`src/pam_pkg.sv`:
```
// package of constants and types for the process alarm monitor
package pam_pkg;
    // ------------------------------------------------------------
    // timing
    // ------------------------------------------------------------
    localparam int  CLK_HZ         = 50_000_000;
    localparam int  TICK_PERIOD_S  = 1;
    localparam int  TICK_CYCLES    = CLK_HZ * TICK_PERIOD_S;
    localparam int  DELAY_MAX_S    = 3600;
    localparam int  DELAY_W        = 12;
    localparam logic [DELAY_W-1:0] DELAY_RST = 12'h000;
    // ------------------------------------------------------------
    // widths and limits (tenths of percent or tenths of degree)
    // ------------------------------------------------------------
    localparam int  VAL_W          = 16;
    localparam logic [15:0] FLOW_LIM_MAX  = 16'h044C;
    localparam logic [15:0] PLO_LIM_MAX   = 16'h03E7;
    localparam logic [15:0] PHI_LIM_MIN   = 16'h0001;
    localparam logic [15:0] PHI_LIM_MAX   = 16'h03E8;
    localparam logic signed [15:0] TLO_LIM_MIN = 16'shFF38;
    localparam logic signed [15:0] TLO_LIM_MAX = 16'sh02BB;
    localparam logic signed [15:0] THI_LIM_MAX = 16'sh02BC;
    // ------------------------------------------------------------
    // valve close selection
    // ------------------------------------------------------------
    typedef enum logic [1:0] {
        PAM_VALVE_OFF  = 2'h0,
        PAM_VALVE_HIGH = 2'h1,
        PAM_VALVE_LOW  = 2'h2
    } pam_valve_type;
    // ------------------------------------------------------------
    // alarm channel states
    // ------------------------------------------------------------
    typedef enum logic [2:0] {
        PAM_IDLE  = 3'h1,
        PAM_WAIT  = 3'h2,
        PAM_ALARM = 3'h4
    } pam_state_type;
endpackage

```
`src/pam_monitor.sv`:
```
// process alarm monitor for flow, pressure and temperature
// Function
// - flow condition true when deviation magnitude reaches the limit.
// - low flow alarm needs deviation at low limit, flow below set point.
// - high flow alarm needs deviation at high limit, flow above set point.
// - flow limits in tenths of percent, clamped at 110.0 percent.
// - flow alarm enable, off after reset, no flow alarm while off.
// - flow alarm activates after condition persists for action delay.
// - flow alarms inactive until power-on delay has elapsed.
// - flow latch holds output once triggered, else it follows condition.
// - valve close on selected high or low flow alarm.
// - display alert toggles once per second while any alarm active.
// - low pressure condition when pressure below low limit.
// - high pressure condition when pressure above high limit.
// - pressure limits in tenths; low 0.0..99.9, high 0.1..100.
// - pressure alarm activates after its action delay.
// - pressure alarms inactive until power-on delay elapsed.
// - pressure enable and latch, both off after reset.
// - temperature enable, off after reset, no alarm while off.
// - low temperature condition when reading below low limit.
// - low temperature limit in tenths, -20.0 to 69.9 degrees.
// - high temperature condition when reading above limit, max 70.0.
module pam_monitor #(
    parameter int TICK_CYCLES_P = pam_pkg::TICK_CYCLES
) (
    input  wire logic                      clk_i,
    input  wire logic                      sys_rst_i,
    input  wire logic [pam_pkg::VAL_W-1:0] flow_i,
    input  wire logic [pam_pkg::VAL_W-1:0] set_point_i,
    input  wire logic [pam_pkg::VAL_W-1:0] pressure_i,
    input  wire logic signed [pam_pkg::VAL_W-1:0] temperature_i,
    input  wire logic                      flow_en_i,
    input  wire logic [pam_pkg::VAL_W-1:0] flow_lo_lim_i,
    input  wire logic [pam_pkg::VAL_W-1:0] flow_hi_lim_i,
    input  wire logic [pam_pkg::DELAY_W-1:0] flow_act_dly_i,
    input  wire logic [pam_pkg::DELAY_W-1:0] flow_pon_dly_i,
    input  wire logic                      flow_latch_i,
    input  wire pam_pkg::pam_valve_type    valve_sel_i,
    input  wire logic                      pres_en_i,
    input  wire logic [pam_pkg::VAL_W-1:0] pres_lo_lim_i,
    input  wire logic [pam_pkg::VAL_W-1:0] pres_hi_lim_i,
    input  wire logic [pam_pkg::DELAY_W-1:0] pres_act_dly_i,
    input  wire logic [pam_pkg::DELAY_W-1:0] pres_pon_dly_i,
    input  wire logic                      pres_latch_i,
    input  wire logic                      temp_en_i,
    input  wire logic signed [pam_pkg::VAL_W-1:0] temp_lo_lim_i,
    input  wire logic signed [pam_pkg::VAL_W-1:0] temp_hi_lim_i,
    input  wire logic [pam_pkg::DELAY_W-1:0] temp_act_dly_i,
    input  wire logic [pam_pkg::DELAY_W-1:0] temp_pon_dly_i,
    input  wire logic                      temp_latch_i,
    output logic [5:0]                     alarm_o,
    output logic                           relay_output_o,
    output logic                           alert_show_o,
    output logic                           valve_close_o,
    output logic                           sec_tick_o
);
    import pam_pkg::*;

    // ------------------------------------------------------------
    // limit clamping and flow deviation
    // ------------------------------------------------------------
    function automatic logic [VAL_W-1:0] clamp_u(
        input logic [VAL_W-1:0] v,
        input logic [VAL_W-1:0] lo,
        input logic [VAL_W-1:0] hi
    );
        clamp_u = (v < lo) ? lo : ((v > hi) ? hi : v);
    endfunction

    function automatic logic signed [VAL_W-1:0] clamp_s(
        input logic signed [VAL_W-1:0] v,
        input logic signed [VAL_W-1:0] lo,
        input logic signed [VAL_W-1:0] hi
    );
        clamp_s = (v < lo) ? lo : ((v > hi) ? hi : v);
    endfunction

    function automatic logic sat_dly_eq(
        input logic [DELAY_W-1:0] cnt,
        input logic [DELAY_W-1:0] dly
    );
        logic [DELAY_W-1:0] lim;
        lim = (dly > DELAY_W'(DELAY_MAX_S)) ? DELAY_W'(DELAY_MAX_S) : dly;
        sat_dly_eq = (cnt >= lim);
    endfunction

    logic [VAL_W-1:0]        flo_lim;
    logic [VAL_W-1:0]        fhi_lim;
    logic [VAL_W-1:0]        plo_lim;
    logic [VAL_W-1:0]        phi_lim;
    logic signed [VAL_W-1:0] tlo_lim;
    logic signed [VAL_W-1:0] thi_lim;
    logic [VAL_W-1:0]        flow_dev;
    logic [5:0]              cond;
    logic [5:0]              en;
    logic [5:0]              latch;
    logic [DELAY_W-1:0]      act_dly [6];
    logic [2:0]              pon_done;

    assign flo_lim = clamp_u(flow_lo_lim_i, 16'h0000,
                             FLOW_LIM_MAX);
    assign fhi_lim = clamp_u(flow_hi_lim_i, 16'h0000,
                             FLOW_LIM_MAX);
    assign plo_lim = clamp_u(pres_lo_lim_i, 16'h0000,
                             PLO_LIM_MAX);
    assign phi_lim = clamp_u(pres_hi_lim_i, PHI_LIM_MIN,
                             PHI_LIM_MAX);
    assign tlo_lim = clamp_s(temp_lo_lim_i, TLO_LIM_MIN,
                             TLO_LIM_MAX);
    assign thi_lim = clamp_s(temp_hi_lim_i, TLO_LIM_MIN + 16'sh0001,
                             THI_LIM_MAX);
    // magnitude of flow minus set point
    assign flow_dev = (flow_i >= set_point_i)
                    ? (flow_i - set_point_i)
                    : (set_point_i - flow_i);

    // ------------------------------------------------------------
    // alarm conditions
    // ------------------------------------------------------------
    // bit order: 0 flow lo, 1 flow hi, 2 pres lo, 3 pres hi, 4 temp lo, 5 hi
    always_comb begin
        cond[0] = (flow_dev >= flo_lim)
                  && (flow_i < set_point_i);
        cond[1] = (flow_dev >= fhi_lim)
                  && (flow_i > set_point_i);
        cond[2] = pressure_i < plo_lim;
        cond[3] = pressure_i > phi_lim;
        cond[4] = temperature_i < tlo_lim;
        cond[5] = temperature_i > thi_lim;
    end

    // ------------------------------------------------------------
    // per-channel settings
    // ------------------------------------------------------------
    assign en    = {{2{temp_en_i}}, {2{pres_en_i}},
                    {2{flow_en_i}}};
    assign latch = {{2{temp_latch_i}}, {2{pres_latch_i}},
                    {2{flow_latch_i}}};
    assign act_dly[0] = flow_act_dly_i;
    assign act_dly[1] = flow_act_dly_i;
    assign act_dly[2] = pres_act_dly_i;
    assign act_dly[3] = pres_act_dly_i;
    assign act_dly[4] = temp_act_dly_i;
    assign act_dly[5] = temp_act_dly_i;

    // ------------------------------------------------------------
    // one-second tick
    // ------------------------------------------------------------
    logic [31:0] tick_cnt;
    logic [31:0] next_tick_cnt;
    logic        tick;
    logic        next_tick;

    always_comb begin
        next_tick     = 1'b0;
        next_tick_cnt = tick_cnt + 32'h1;
        if (tick_cnt >= 32'(TICK_CYCLES_P - 1)) begin
            next_tick_cnt = 32'h0;
            next_tick     = 1'b1;
        end
    end

    always_ff @(posedge clk_i) begin
        if (sys_rst_i) begin
            tick_cnt <= 32'h0;
            tick     <= 1'b0;
        end else begin
            tick_cnt <= next_tick_cnt;
            tick     <= next_tick;
        end
    end

    // ------------------------------------------------------------
    // power-on delay, counted from reset release
    // ------------------------------------------------------------
    logic [DELAY_W-1:0] up_secs;
    logic [DELAY_W-1:0] next_up_secs;

    always_comb begin
        next_up_secs = up_secs;
        if (tick && up_secs != DELAY_W'(DELAY_MAX_S)) begin
            next_up_secs = up_secs + 12'h001;
        end
    end

    always_ff @(posedge clk_i) begin
        if (sys_rst_i) begin
            up_secs <= DELAY_RST;
        end else begin
            up_secs <= next_up_secs;
        end
    end

    assign pon_done[0] = sat_dly_eq(up_secs, flow_pon_dly_i);
    assign pon_done[1] = sat_dly_eq(up_secs, pres_pon_dly_i);
    assign pon_done[2] = sat_dly_eq(up_secs, temp_pon_dly_i);

    // ------------------------------------------------------------
    // per-alarm qualification state machines
    // ------------------------------------------------------------
    pam_state_type      st      [6];
    pam_state_type      next_st [6];
    logic [DELAY_W-1:0] secs      [6];
    logic [DELAY_W-1:0] next_secs [6];
    logic [5:0]         live;

    always_comb begin
        for (int i = 0; i < 6; i++) begin
            next_st[i]   = st[i];
            next_secs[i] = secs[i];
            live[i]      = en[i] && pon_done[i/2] && cond[i];
            unique case (st[i])
                PAM_IDLE: begin
                    next_secs[i] = DELAY_RST;
                    if (live[i]) begin
                        next_st[i] = PAM_WAIT;
                        if (sat_dly_eq(DELAY_RST, act_dly[i])) begin
                            next_st[i] = PAM_ALARM;
                        end
                    end
                end
                PAM_WAIT: begin
                    if (!live[i]) begin
                        next_st[i] = PAM_IDLE;
                    end else if (sat_dly_eq(secs[i], act_dly[i])) begin
                        next_st[i] = PAM_ALARM;
                    end else if (tick) begin
                        next_secs[i] = secs[i] + 12'h001;
                    end
                end
                PAM_ALARM: begin
                    if (!en[i]) begin
                        next_st[i] = PAM_IDLE;
                    end else if (!live[i] && !latch[i]) begin
                        next_st[i] = PAM_IDLE;
                    end
                end
                default: begin
                    next_st[i] = PAM_IDLE;
                end
            endcase
        end
    end

    always_ff @(posedge clk_i) begin
        for (int i = 0; i < 6; i++) begin
            if (sys_rst_i) begin
                st[i]   <= PAM_IDLE;
                secs[i] <= DELAY_RST;
            end else begin
                st[i]   <= next_st[i];
                secs[i] <= next_secs[i];
            end
        end
    end

    // ------------------------------------------------------------
    // outputs
    // ------------------------------------------------------------
    logic [5:0] next_alarm;
    logic       next_relay;
    logic       next_valve;
    logic       next_show;

    always_comb begin
        for (int i = 0; i < 6; i++) begin
            next_alarm[i] = (next_st[i] == PAM_ALARM);
        end
        next_relay = |next_alarm;
        unique case (valve_sel_i)
            PAM_VALVE_HIGH: next_valve = next_alarm[1];
            PAM_VALVE_LOW:  next_valve = next_alarm[0];
            default:        next_valve = 1'b0;
        endcase
        next_show = 1'b0;
        if (|next_alarm) begin
            next_show = alert_show_o;
            if (tick) begin
                next_show = !alert_show_o;
            end
        end
    end

    always_ff @(posedge clk_i) begin
        if (sys_rst_i) begin
            alarm_o        <= 6'h00;
            relay_output_o <= 1'b0;
            valve_close_o  <= 1'b0;
            alert_show_o   <= 1'b0;
            sec_tick_o     <= 1'b0;
        end else begin
            alarm_o        <= next_alarm;
            relay_output_o <= next_relay;
            valve_close_o  <= next_valve;
            alert_show_o   <= next_show;
            sec_tick_o     <= tick;
        end
    end
endmodule

```
`config.mk`:
```
export PLATFORM = sky130hd
export DESIGN_NAME = pam_monitor
export DESIGN_NICKNAME = d
export VERILOG_FILES = /design/src/pam_pkg.sv /design/src/pam_monitor.sv
export SDC_FILE = /design/constraint.sdc
export NUM_CORES = 1
export LEC_CHECK = 0
export BUFFER_PORTS_ARGS = -buffer_cell sky130_fd_sc_hd__buf_2
export CORE_ASPECT_RATIO = 1.75
export CORE_MARGIN = 2
export CORE_UTILIZATION = 45
export DETAILED_ROUTE_END_ITERATION = 7
export HOLD_SLACK_MARGIN = 0.03
export PLACE_DENSITY_LB_ADDON = 0.15
export SETUP_SLACK_MARGIN = 0.05
export SLEW_MARGIN = 20
export SYNTH_ARGS = -nofsm -noshare
export SYNTH_HDL_FRONTEND = slang
export SYNTH_SLANG_ARGS = --single-unit
```
`constraint.sdc`:
```
create_clock -name clk_i -period 4.4 [get_ports clk_i]
set_input_delay 0.44 -clock clk_i [delete_from_list [all_inputs] [get_ports clk_i]]
set_output_delay 0.44 -clock clk_i [all_outputs]
set_load 0.005 [all_outputs]
```
; ---- Word-level counts from Yosys, hierarchy flattened
; Memories as Yosys holds them, arrays and structs flattened.
; Cells that the tools add are included.
[word_totals]
wordCells = 230
ram_bits = 90
reg_bits = 55
out_inout_bits = 10
mem_count = 2
[classes]
n_lt_le_gt_ge = 40
bitwise = 13
eq_ne = 27
n_addsub = 10
reduce_logical = 31
muxes = 99
[mem_list]
columns = memory, words, width, read_ports, rd_ports_with_merged_regs, write_ports, line_no
row1 = secs, 6, 12, 6, 0, 6, pam_monitor.sv:203  ; logic [DELAY_W-1:0] secs [6];
row2 = st, 6, 3, 6, 0, 6, pam_monitor.sv:201  ; pam_state_type st [6];
[op_table]
columns = operator, n
row1 = $mux W12, 30
row2 = $mux W16, 13
row3 = $pmux W12 S2, 6
row4 = $mux W3, 39
row5 = $ge A12 B12 Y1, 9
row6 = $add A12 B1 Y12 const B, 7
row7 = $gt A12 B12 Y1 const B, 6
row8 = $gt A16 B11 Y1 const B, 4
row9 = $lt A16 B1 Y1 const B, 4
row10 = $pmux W3 S3, 6
row11 = $ge A16 B16 Y1, 3
row12 = $gt A16 B16 Y1, 3
row13 = $lt A16 B16 Y1, 3
row14 = $eq A3 B3 Y1 const B, 12
row15 = $ge A1 B12 Y1 const A, 3
row16 = $add A32 B1 Y32 const B, 1
row17 = $ge A32 B26 Y1 const B, 1
row18 = $gt A16 B10 Y1 const B, 2
row19 = $lt A16 B9 Y1 const B, 2
row20 = $sub A16 B16 Y16, 2
row21 = $eq A3 B1 Y1 const B, 6
row22 = $eq A3 B2 Y1 const B, 6
row23 = $logic_and A1 B1 Y1, 18
row24 = $ne A12 B12 Y1 const B, 1
row25 = other kinds (9), 33

; ---- Longest topological paths before layout
; Gate-level depths: netlist of the first run.
[logic_depth]
word_depth = 15
depth_mapped = 23
ltp_nobuf = 21

; ---- Worst setup path before layout of the first run
; Ideal clock, no wire load.
[synth_path]
kind = input port to flip-flop
from = in flow_i[9] (netlist bit)
to = mem secs[1][10]
path_stages = 22
path_slack_ns = -0.100
t_required_ns = 4.272
arrival_ns = 4.373
cell_sequence = inv_1 > ha_1 > buf_2 > nand4_1 > or3_1 > or2_0 > o311ai_1 > buf_2 > mux2_2 > nand2_1 > o221ai_1 > xor2_1 > ha_1 > o21ai_0 > a21oi_1 > o22ai_1 > nor3_1 > nand4_1 > buf_2 > a2111oi_0 > xnor2_1 > nor2_1
[synth_rtl]
columns = item, line_no
row1 = from (decl), pam_monitor.sv:28  ; input wire logic [pam_pkg::VAL_W-1:0] flow_i,
row2 = to (decl), pam_monitor.sv:203

==> impl_metrics.json, run 1 <==
{
  "fp.dieH_um": 236,
  "hold_violations": 0,
  "rsz0062_at_grt": "yes",
  "clkPwrFrac_pct": 35.6,
  "p_leak_nw": 7.96,
  "max_freq_mhz": 235,
  "p_switching_mw": 1.20,
  "area_delta_synth_final_pct": 25.5,
  "grt-ovfl-total": 0,
  "dp_hpwl_um": 32800,
  "worstPathRequired_ps": 4720,
  "top_layer_used": "met5",
  "regToRegStartpoint": "up_secs[9]",
  "async_flop_share_pct": 0,
  "status": "finished clean",
  "cts.clk_slew.worst_paths_ps": 60,
  "cts_tree": "done",
  "setup_viol": 0,
  "path_depth": 21,
  "synth_compound_area_share_pct": 20.7,
  "synth_area_per_cell_um2": 7.76,
  "cts_buffer_depth": 2,
  "gp_congestion": 0.948,
  "hp-start": "valve_sel_i[1]",
  "cts_made_buffers": 17,
  "final_nets": 2645,
  "clk_latency_ps": 450,
  "p_int_mw": 2.61,
  "wl_met3_um": 1740,
  "drcViolationCount": 0,
  "drive_gt1_share_pct": 22.2,
  "finClkSkew_ps": 8.74,
  "powerDensity_nw_per_um2": 220,
  "wl_met1_um": 14500,
  "hold_path_class": "primary input to flop",
  "worst_slack_ps": 140,
  "synthDistinctLibCells": 84,
  "synth-xor-area-share_pct": 5.27,
  "routed_wl_um": 39700,
  "worst-path-max-fanout": 5,
  "drt_iter0_markers": 483,
  "port_buffers": 251,
  "synth_mux_area_share_pct": 1.11,
  "hold_end": "valve_close_o",
  "dpl_worst_slack_ps": -696,
  "initial_core_util_pct": 45.8,
  "r2r_slack_ps": 1100,
  "critPathBufInv": 5,
  "synth-edff-count": 0,
  "cp_slowest_stage_delay_ps": 360,
  "synth_top_family_by_area": "simple AND/OR/NAND/NOR gates",
  "r2r_end": "secs[2][11]",
  "wl_met2_um": 21700,
  "grt_pass1_wl_um": 64400,
  "min_period_over_period_pct": 96.8,
  "cp.arrival_ps": 4580,
  "ant_nets": 0,
  "crit_family": "compound AO/OA/AOI/OAI gates",
  "cp_slowest_cell": "a2111oi_4",
  "routedWlPerCell_um": 15.5,
  "fp.dieW_um": 136,
  "pwr-share-comb_pct": 29.4,
  "end_kind": "flop",
  "seq_power_share_pct": 34.9,
  "worstHoldPathCells": 3,
  "ff2ff_path_depth": 9,
  "final_max_slew_viol_count": 0,
  "die_area_um2": 32200,
  "drv_cap": 0,
  "yosys.area_share.simple_pct": 25.0,
  "worstSetupPathType": "primary input to flop",
  "antenna_found_initial": 5,
  "ir_worst_vdd_uv": 260,
  "ys_warn_count": 0,
  "tightestPinTransition_ps": 882,
  "core_um2": 30200,
  "crit_top_cell": "buf_4",
  "synth_area_um2": 13800,
  "clock_sinks": 145,
  "grt_pass1_vias": 14200,
  "slew_headroom_pct": 41.2,
  "grt_usage_pct": 24.7,
  "num_vias": 14300,
  "vias_per_cell": 5.57,
  "finalCriticalPeriod_ps": 4260,
  "syn_inst": 1780,
  "clock-root-buffer": "clkbuf_16",
  "ys_seq_area_share_pct": 21.0,
  "synth_seq_cells": 145,
  "h-tree-depth": 4,
  "synth_fa_ha_area_share_pct": 22.4,
  "startpoint_type": "primary input",
  "ios": 252,
  "drt_first_pass_iters": 5,
  "grt_start_max_net_pins": 33,
  "power.total_mw": 3.81,
  "path_cells": "buf_2 -> inv_1 -> ha_1 -> buf_4 -> and3_1 -> a2111oi_4 -> buf_4 -> o21ai_1 -> a211o_1 -> a31oi_4 -> xnor2_2 -> ha_1 -> o21ai_2 -> a21oi_2 -> o22ai_2 -> nor3_2 -> nand4_1 -> buf_4 -> a2111oi_4 -> xnor2_1 -> nor2_1",
  "rows": 84,
  "synth_top_flop_cell": "dfxtp_1",
  "p_sw_share_pct": 31.5
}
## synth_stat cells (all sizes together), types with 12 or more instances
master | count | area share (%)
o31ai | 13 | 0.78
nand2 | 190 | 5.2
a31oi | 14 | 0.79
dfxtp | 145 | 21
nor3b | 13 | 0.71
nor2 | 177 | 4.8
and2 | 15 | 0.68
or3 | 24 | 1.1
o211ai | 20 | 1.1
nand2b | 27 | 1.2
xor2 | 38 | 2.4
a211oi | 34 | 1.8
buf | 12 | 0.39
ha | 244 | 22
a21oi | 118 | 4.3
mux2i | 12 | 0.87
xnor2 | 45 | 2.9
a21o | 35 | 1.9
nor2b | 31 | 1.4
o21a | 14 | 0.76
inv | 127 | 3.5
nand3 | 66 | 2.4
clkbuf | 23 | 0.63
nand4 | 38 | 1.7
and3 | 26 | 1.2
nor4 | 24 | 1.2
or2 | 12 | 0.54
nor3 | 28 | 1.1
o21ai | 86 | 3.1
a2111oi | 15 | 0.95
## sequential cells by signal (all words and copies together) (netlist names)
signal and count:
alert_show_o 1, secs 72, sec_tick_o 1, tick 1, st 18, valve_close_o 1
relay_output_o 1, alarm_o 6, tick_cnt 32, up_secs 12
## cell families (layout without fill, tap and decap cells)
family	Yosys count	after routing
compound gates	427	427
xor+xnor	83	83
fa+ha+maj	246	246
buf+inv	162	526
flops	145	145
mux	15	15
other cells	2	30
simple gates	700	700
## worst max path at each step
stage | from | to | slack (ps)
3_5_place_dp | flow_i[1] | secs[1][10] | -700
4_1_cts | flow_i[1] | secs[1][10] | 60
3_3_place_gp | flow_i[1] | secs[1][6] | -630
2_1_floorplan | flow_i[9] | secs[1][7] | 40
5_1_grt | set_point_i[0] | secs[1][8] | -100
6_report | flow_i[5] | secs[1][10] | 140
## worst register-to-register path, stage by stage, from the launching register on
cell and delay (ps):
dfxtp_1 510, ha_1 310, a211o_1 320, a211o_1 280, a211oi_1 310, a211oi_1 140
and4_1 280, a31oi_2 670, o311ai_0 270, o41ai_1 110
## power groups by stage
stage / clock, mW / combinational, mW / sequential, mW
2_1_floorplan: 0 / 0.562 / 1.35
3_5_place_dp: 0 / 1.01 / 1.36
4_1_cts: 1.40 / 1.03 / 1.33
5_1_grt: 1.45 / 1.26 / 1.33
3_3_place_gp: 0 / 0.988 / 1.36
6_report: 1.36 / 1.12 / 1.33
## area by class of cell
class / count / area (um2)
Antenna cell: 2 / 5.00
Clock buffer: 18 / 439
Clock inverter: 14 / 106
Fill cell: 2878 / 12800
Inverter: 127 / 479
Multi-Input combinational cell: 1499 / 10800
Sequential cell: 145 / 2900
Tap cell: 387 / 484
Timing Repair Buffer: 367 / 2160
## stage by stage
stage | instance area [um2] | hold WS [ps] | std cells | utilization (%) | TNS (ps)
floorplan | 13900 | 418 | 1806 | - | 0
global placement | 16300 | 426 | 2513 | 54.1 | -15640
detailed placement | 16300 | 440 | 2513 | 54.1 | -17730
CTS | 16900 | 271 | 2545 | 56.0 | 0
global route | 17300 | 315 | 2558 | 57.5 | -357
finish | 17300 | 298 | 2559 | 57.5 | 0
## cell usage in the layout (no fill, tap or decap), types with 10 or more instances in the layout
cell       count
nand4_1       38
buf_2        250
a31oi_1       11
a2111oi_0     10
nor2_1       176
nor3b_1       13
ha_1         236
o21ai_0       61
nor2b_1       31
o21a_1        14
buf_4        111
inv_1        122
mux2i_1       10
clkbuf_16     17
and3_1        26
or3_1         23
nor3_1        26
dfxtp_1      145
o21ai_1       23
nand3_1       64
a21oi_1      109
xor2_1        38
nand2b_1      27
a211oi_1      28
o211ai_1      19
xnor2_1       43
and2_1        15
nor4_1        23
a21o_1        35
nand2_1      188
conb_1        28
o31ai_1       10
a211o_1       10
## what timing repair did
action / CTS / global route
cloned: 0 / 1
setup buffers: 0 / 11
hold buffers: 0 / 0
resized for setup: 11 / 72
pin swaps: 0 / 33
endpoints found under the setup margin: 28 / 30
## layer usage
layer  vias to the layer above  GRT usage [%]
met5                         -              0
met4                         8           11.5
met3                       104           4.16
met2                       347           48.7
met1                      6604           24.1
li1                       7202              -
Note: power is estimated with default switching activity, not from simulation.
==> run 2, diff against run 1 <==
BUFFER_PORTS_ARGS = -buffer_cell sky130_fd_sc_hd__clkbuf_2   (was -buffer_cell sky130_fd_sc_hd__buf_2)
REMOVE_ABC_BUFFERS = 1   (was default)
==> run 2 against run 1 <==
- register-to-register slack improved by 80 ps
- critical endpoint is now secs[0][10]
- clock skew is 5.3 ps higher
- critical path depth up 3
- sequential power about the same
- count of clock-buffer cells in the layout unchanged
- first-iteration DRC count up 19%
- worst hold slack gained 6.4 ps
==> impl_metrics.json, run 2 (same netlist as run 1, synthesis figures left out) <==
{
  "cts_tree": "done",
  "startpoint_type": "primary input",
  "clkPwrFrac_pct": 37.9,
  "clk_latency_ps": 440,
  "worstPathRequired_ps": 4760,
  "p_leak_nw": 7.98,
  "clock-root-buffer": "clkbuf_16",
  "drv_cap": 0,
  "cp_slowest_cell": "o311ai_4",
  "hold_violations": 0,
  "routed_wl_um": 41500,
  "drive_gt1_share_pct": 22.0,
  "end_kind": "flop",
  "gp_congestion": 0.966,
  "grt_pass1_wl_um": 66900,
  "setup.worst_path.end": "secs[0][10]",
  "die_area_um2": 32200,
  "cp.arrival_ps": 4560,
  "vias_per_cell": 5.59,
  "largest-register": "secs",
  "finalCriticalPeriod_ps": 4210,
  "cts_buffer_depth": 2,
  "grt_usage_pct": 25.7,
  "ff2ff_path_depth": 9,
  "grt_start_max_net_pins": 39,
  "biggestRegsByFlops": "secs x72, tick_cnt x32, st x18",
  "rows": 84,
  "core_um2": 30200,
  "layout_common_cells": "245 x clkbuf_2, 229 x ha_1, 190 x nand2_1, 176 x nor2_1, 145 x dfxtp_1",
  "r2r_slack_ps": 1180,
  "clock_sinks": 145,
  "startpoint": "flow_i[0]",
  "area_delta_synth_final_pct": 25.9,
  "cp_slowest_stage_delay_ps": 460,
  "path_cells": "buf_8 -> inv_4 -> ha_4 -> inv_2 -> fa_2 -> a211oi_2 -> o211ai_1 -> nand2_1 -> o311ai_4 -> buf_6 -> mux2_1 -> a31oi_1 -> xnor2_1 -> buf_4 -> ha_4 -> a21o_1 -> a21oi_1 -> o221ai_1 -> a21oi_1 -> o41ai_1 -> buf_4 -> nand2b_4 -> or3_1 -> a21oi_1",
  "r2r_end": "secs[2][11]",
  "ctsHoldBuffers": 0,
  "fp.dieH_um": 236,
  "cts_made_buffers": 17,
  "initial_core_util_pct": 45.8,
  "slew_headroom_pct": 43.5,
  "largest_reg_flops": 72,
  "cts.clk_slew.worst_paths_ps": 60,
  "ios": 252,
  "dp_hpwl_um": 34300,
  "nFillCells": 2851,
  "port_buffers": 251,
  "routedWlPerCell_um": 16.2,
  "powerDensity_nw_per_um2": 224,
  "h-tree-depth": 4,
  "setup_viol": 0,
  "min_period_over_period_pct": 95.6,
  "antenna_found_initial": 5,
  "drcViolationCount": 0,
  "num_vias": 14300,
  "power.total_mw": 3.89,
  "p_switching_mw": 1.19,
  "hold_path_class": "primary input to flop",
  "crit_top_cell": "a21oi_1",
  "worstSetupPathType": "primary input to flop",
  "final_nets": 2642,
  "max_freq_mhz": 238,
  "p_int_mw": 2.70,
  "pwr-share-comb_pct": 27.9,
  "drt_first_pass_iters": 5,
  "final_util_pct": 57.6,
  "fp.dieW_um": 136,
  "worstHoldPathCells": 3,
  "grt-ovfl-total": 0,
  "ir_worst_vdd_uv": 241,
  "final_common_cell": "clkbuf_2",
  "worst-path-max-fanout": 8,
  "p_sw_share_pct": 30.7,
  "grt_pass1_vias": 14300,
  "regToRegStartpoint": "up_secs[9]",
  "drt_iter0_markers": 573,
  "final_max_slew_viol_count": 0,
  "seq_power_share_pct": 34.2,
  "rsz0062_at_grt": "yes",
  "finClkSkew_ps": 14.1,
  "tightestPinTransition_ps": 848,
  "ant_nets": 0,
  "status": "finished clean"
}
## run 2: changes by cell type in the layout (fill, tap and decap cells not counted), sizes merged
cell	previous run	this run
diode	2	5
clkbuf	18	263
clkinvlp	3	5
inv	132	133
bufinv	0	2
clkinv	6	0
buf	367	119
## run 2: timing repair
item / in CTS / in global routing
gates cloned: 0 / 0
setup endpoints to repair: 15 / 32
hold endpoints to repair: 0 / 0
buffers inserted: 1 / 9
resized for setup: 12 / 74
pin swaps: 1 / 48
## run 2: worst min-delay path by stage
stage                              to          from
after detailed placement  tick_cnt[0]   tick_cnt[0]
after global routing         st[5][2]  temp_latch_i
after CTS                    st[5][2]  temp_latch_i
after global placement    tick_cnt[0]   tick_cnt[0]
final                        st[5][2]  temp_latch_i
after floorplan           tick_cnt[0]   tick_cnt[0]
## run 2: worst max-delay path, delay by kind of cell
family                     cells  cell delay (ps)
adders and majority gates      3              620
muxes                          1              320
xor gates and xnor gates       1              140
and+or+nand+nor                3              530
AOI/OAI and AO/OA             10             1800
buffers and inverters          6              730
## run 2: per-layer routing
layer | track usage (%) | vias to the layer above | part of all wire [%]
li1 | - | 7202 | -
met1 | 25.2 | 6604 | 37
met2 | 49.3 | 393 | 53
met3 | 5.38 | 104 | 5.1
met4 | 13.1 | 0 | 4.5
met5 | 0 | - | 0
## run 2: through the flow
stage               setup WS [ps]  hold slack (ps)  instances  instance area [um2]  setup TNS, ps
detailed placement           -596              440       2512                16300         -11820
CTS                          56.7              283       2544                16900              0
floorplan                   -1950              418       1771                13800         -43550
finish                        193              305       2558                17400              0
global placement             -425              427       2512                16300          -7960
global route                -54.1              322       2558                17400           -242
## run 2: cell type report
cell class                 instances  area, um2  share of cell area [%]
timing repair buffer             364       2160                    12.5
clock buffer                      18        439                    2.53
inverter                         127        482                    2.77
multi-input combinational       1499      10700                    61.8
clock inverter                    13        150                   0.864
tap                              387        484                    2.79
sequential                       145       2900                    16.7
antenna                            5       12.5                  0.0720
## run 2: power by group through the flow
stage          Clock, mW  Sequential [mW]  Combinational, mW
6_report            1.48             1.33               1.09
5_1_grt             1.55             1.33               1.22
4_1_cts             1.51             1.33               1.02
3_5_place_dp           0             1.36               1.00
3_3_place_gp           0             1.36              0.976
2_1_floorplan          0             1.36              0.550
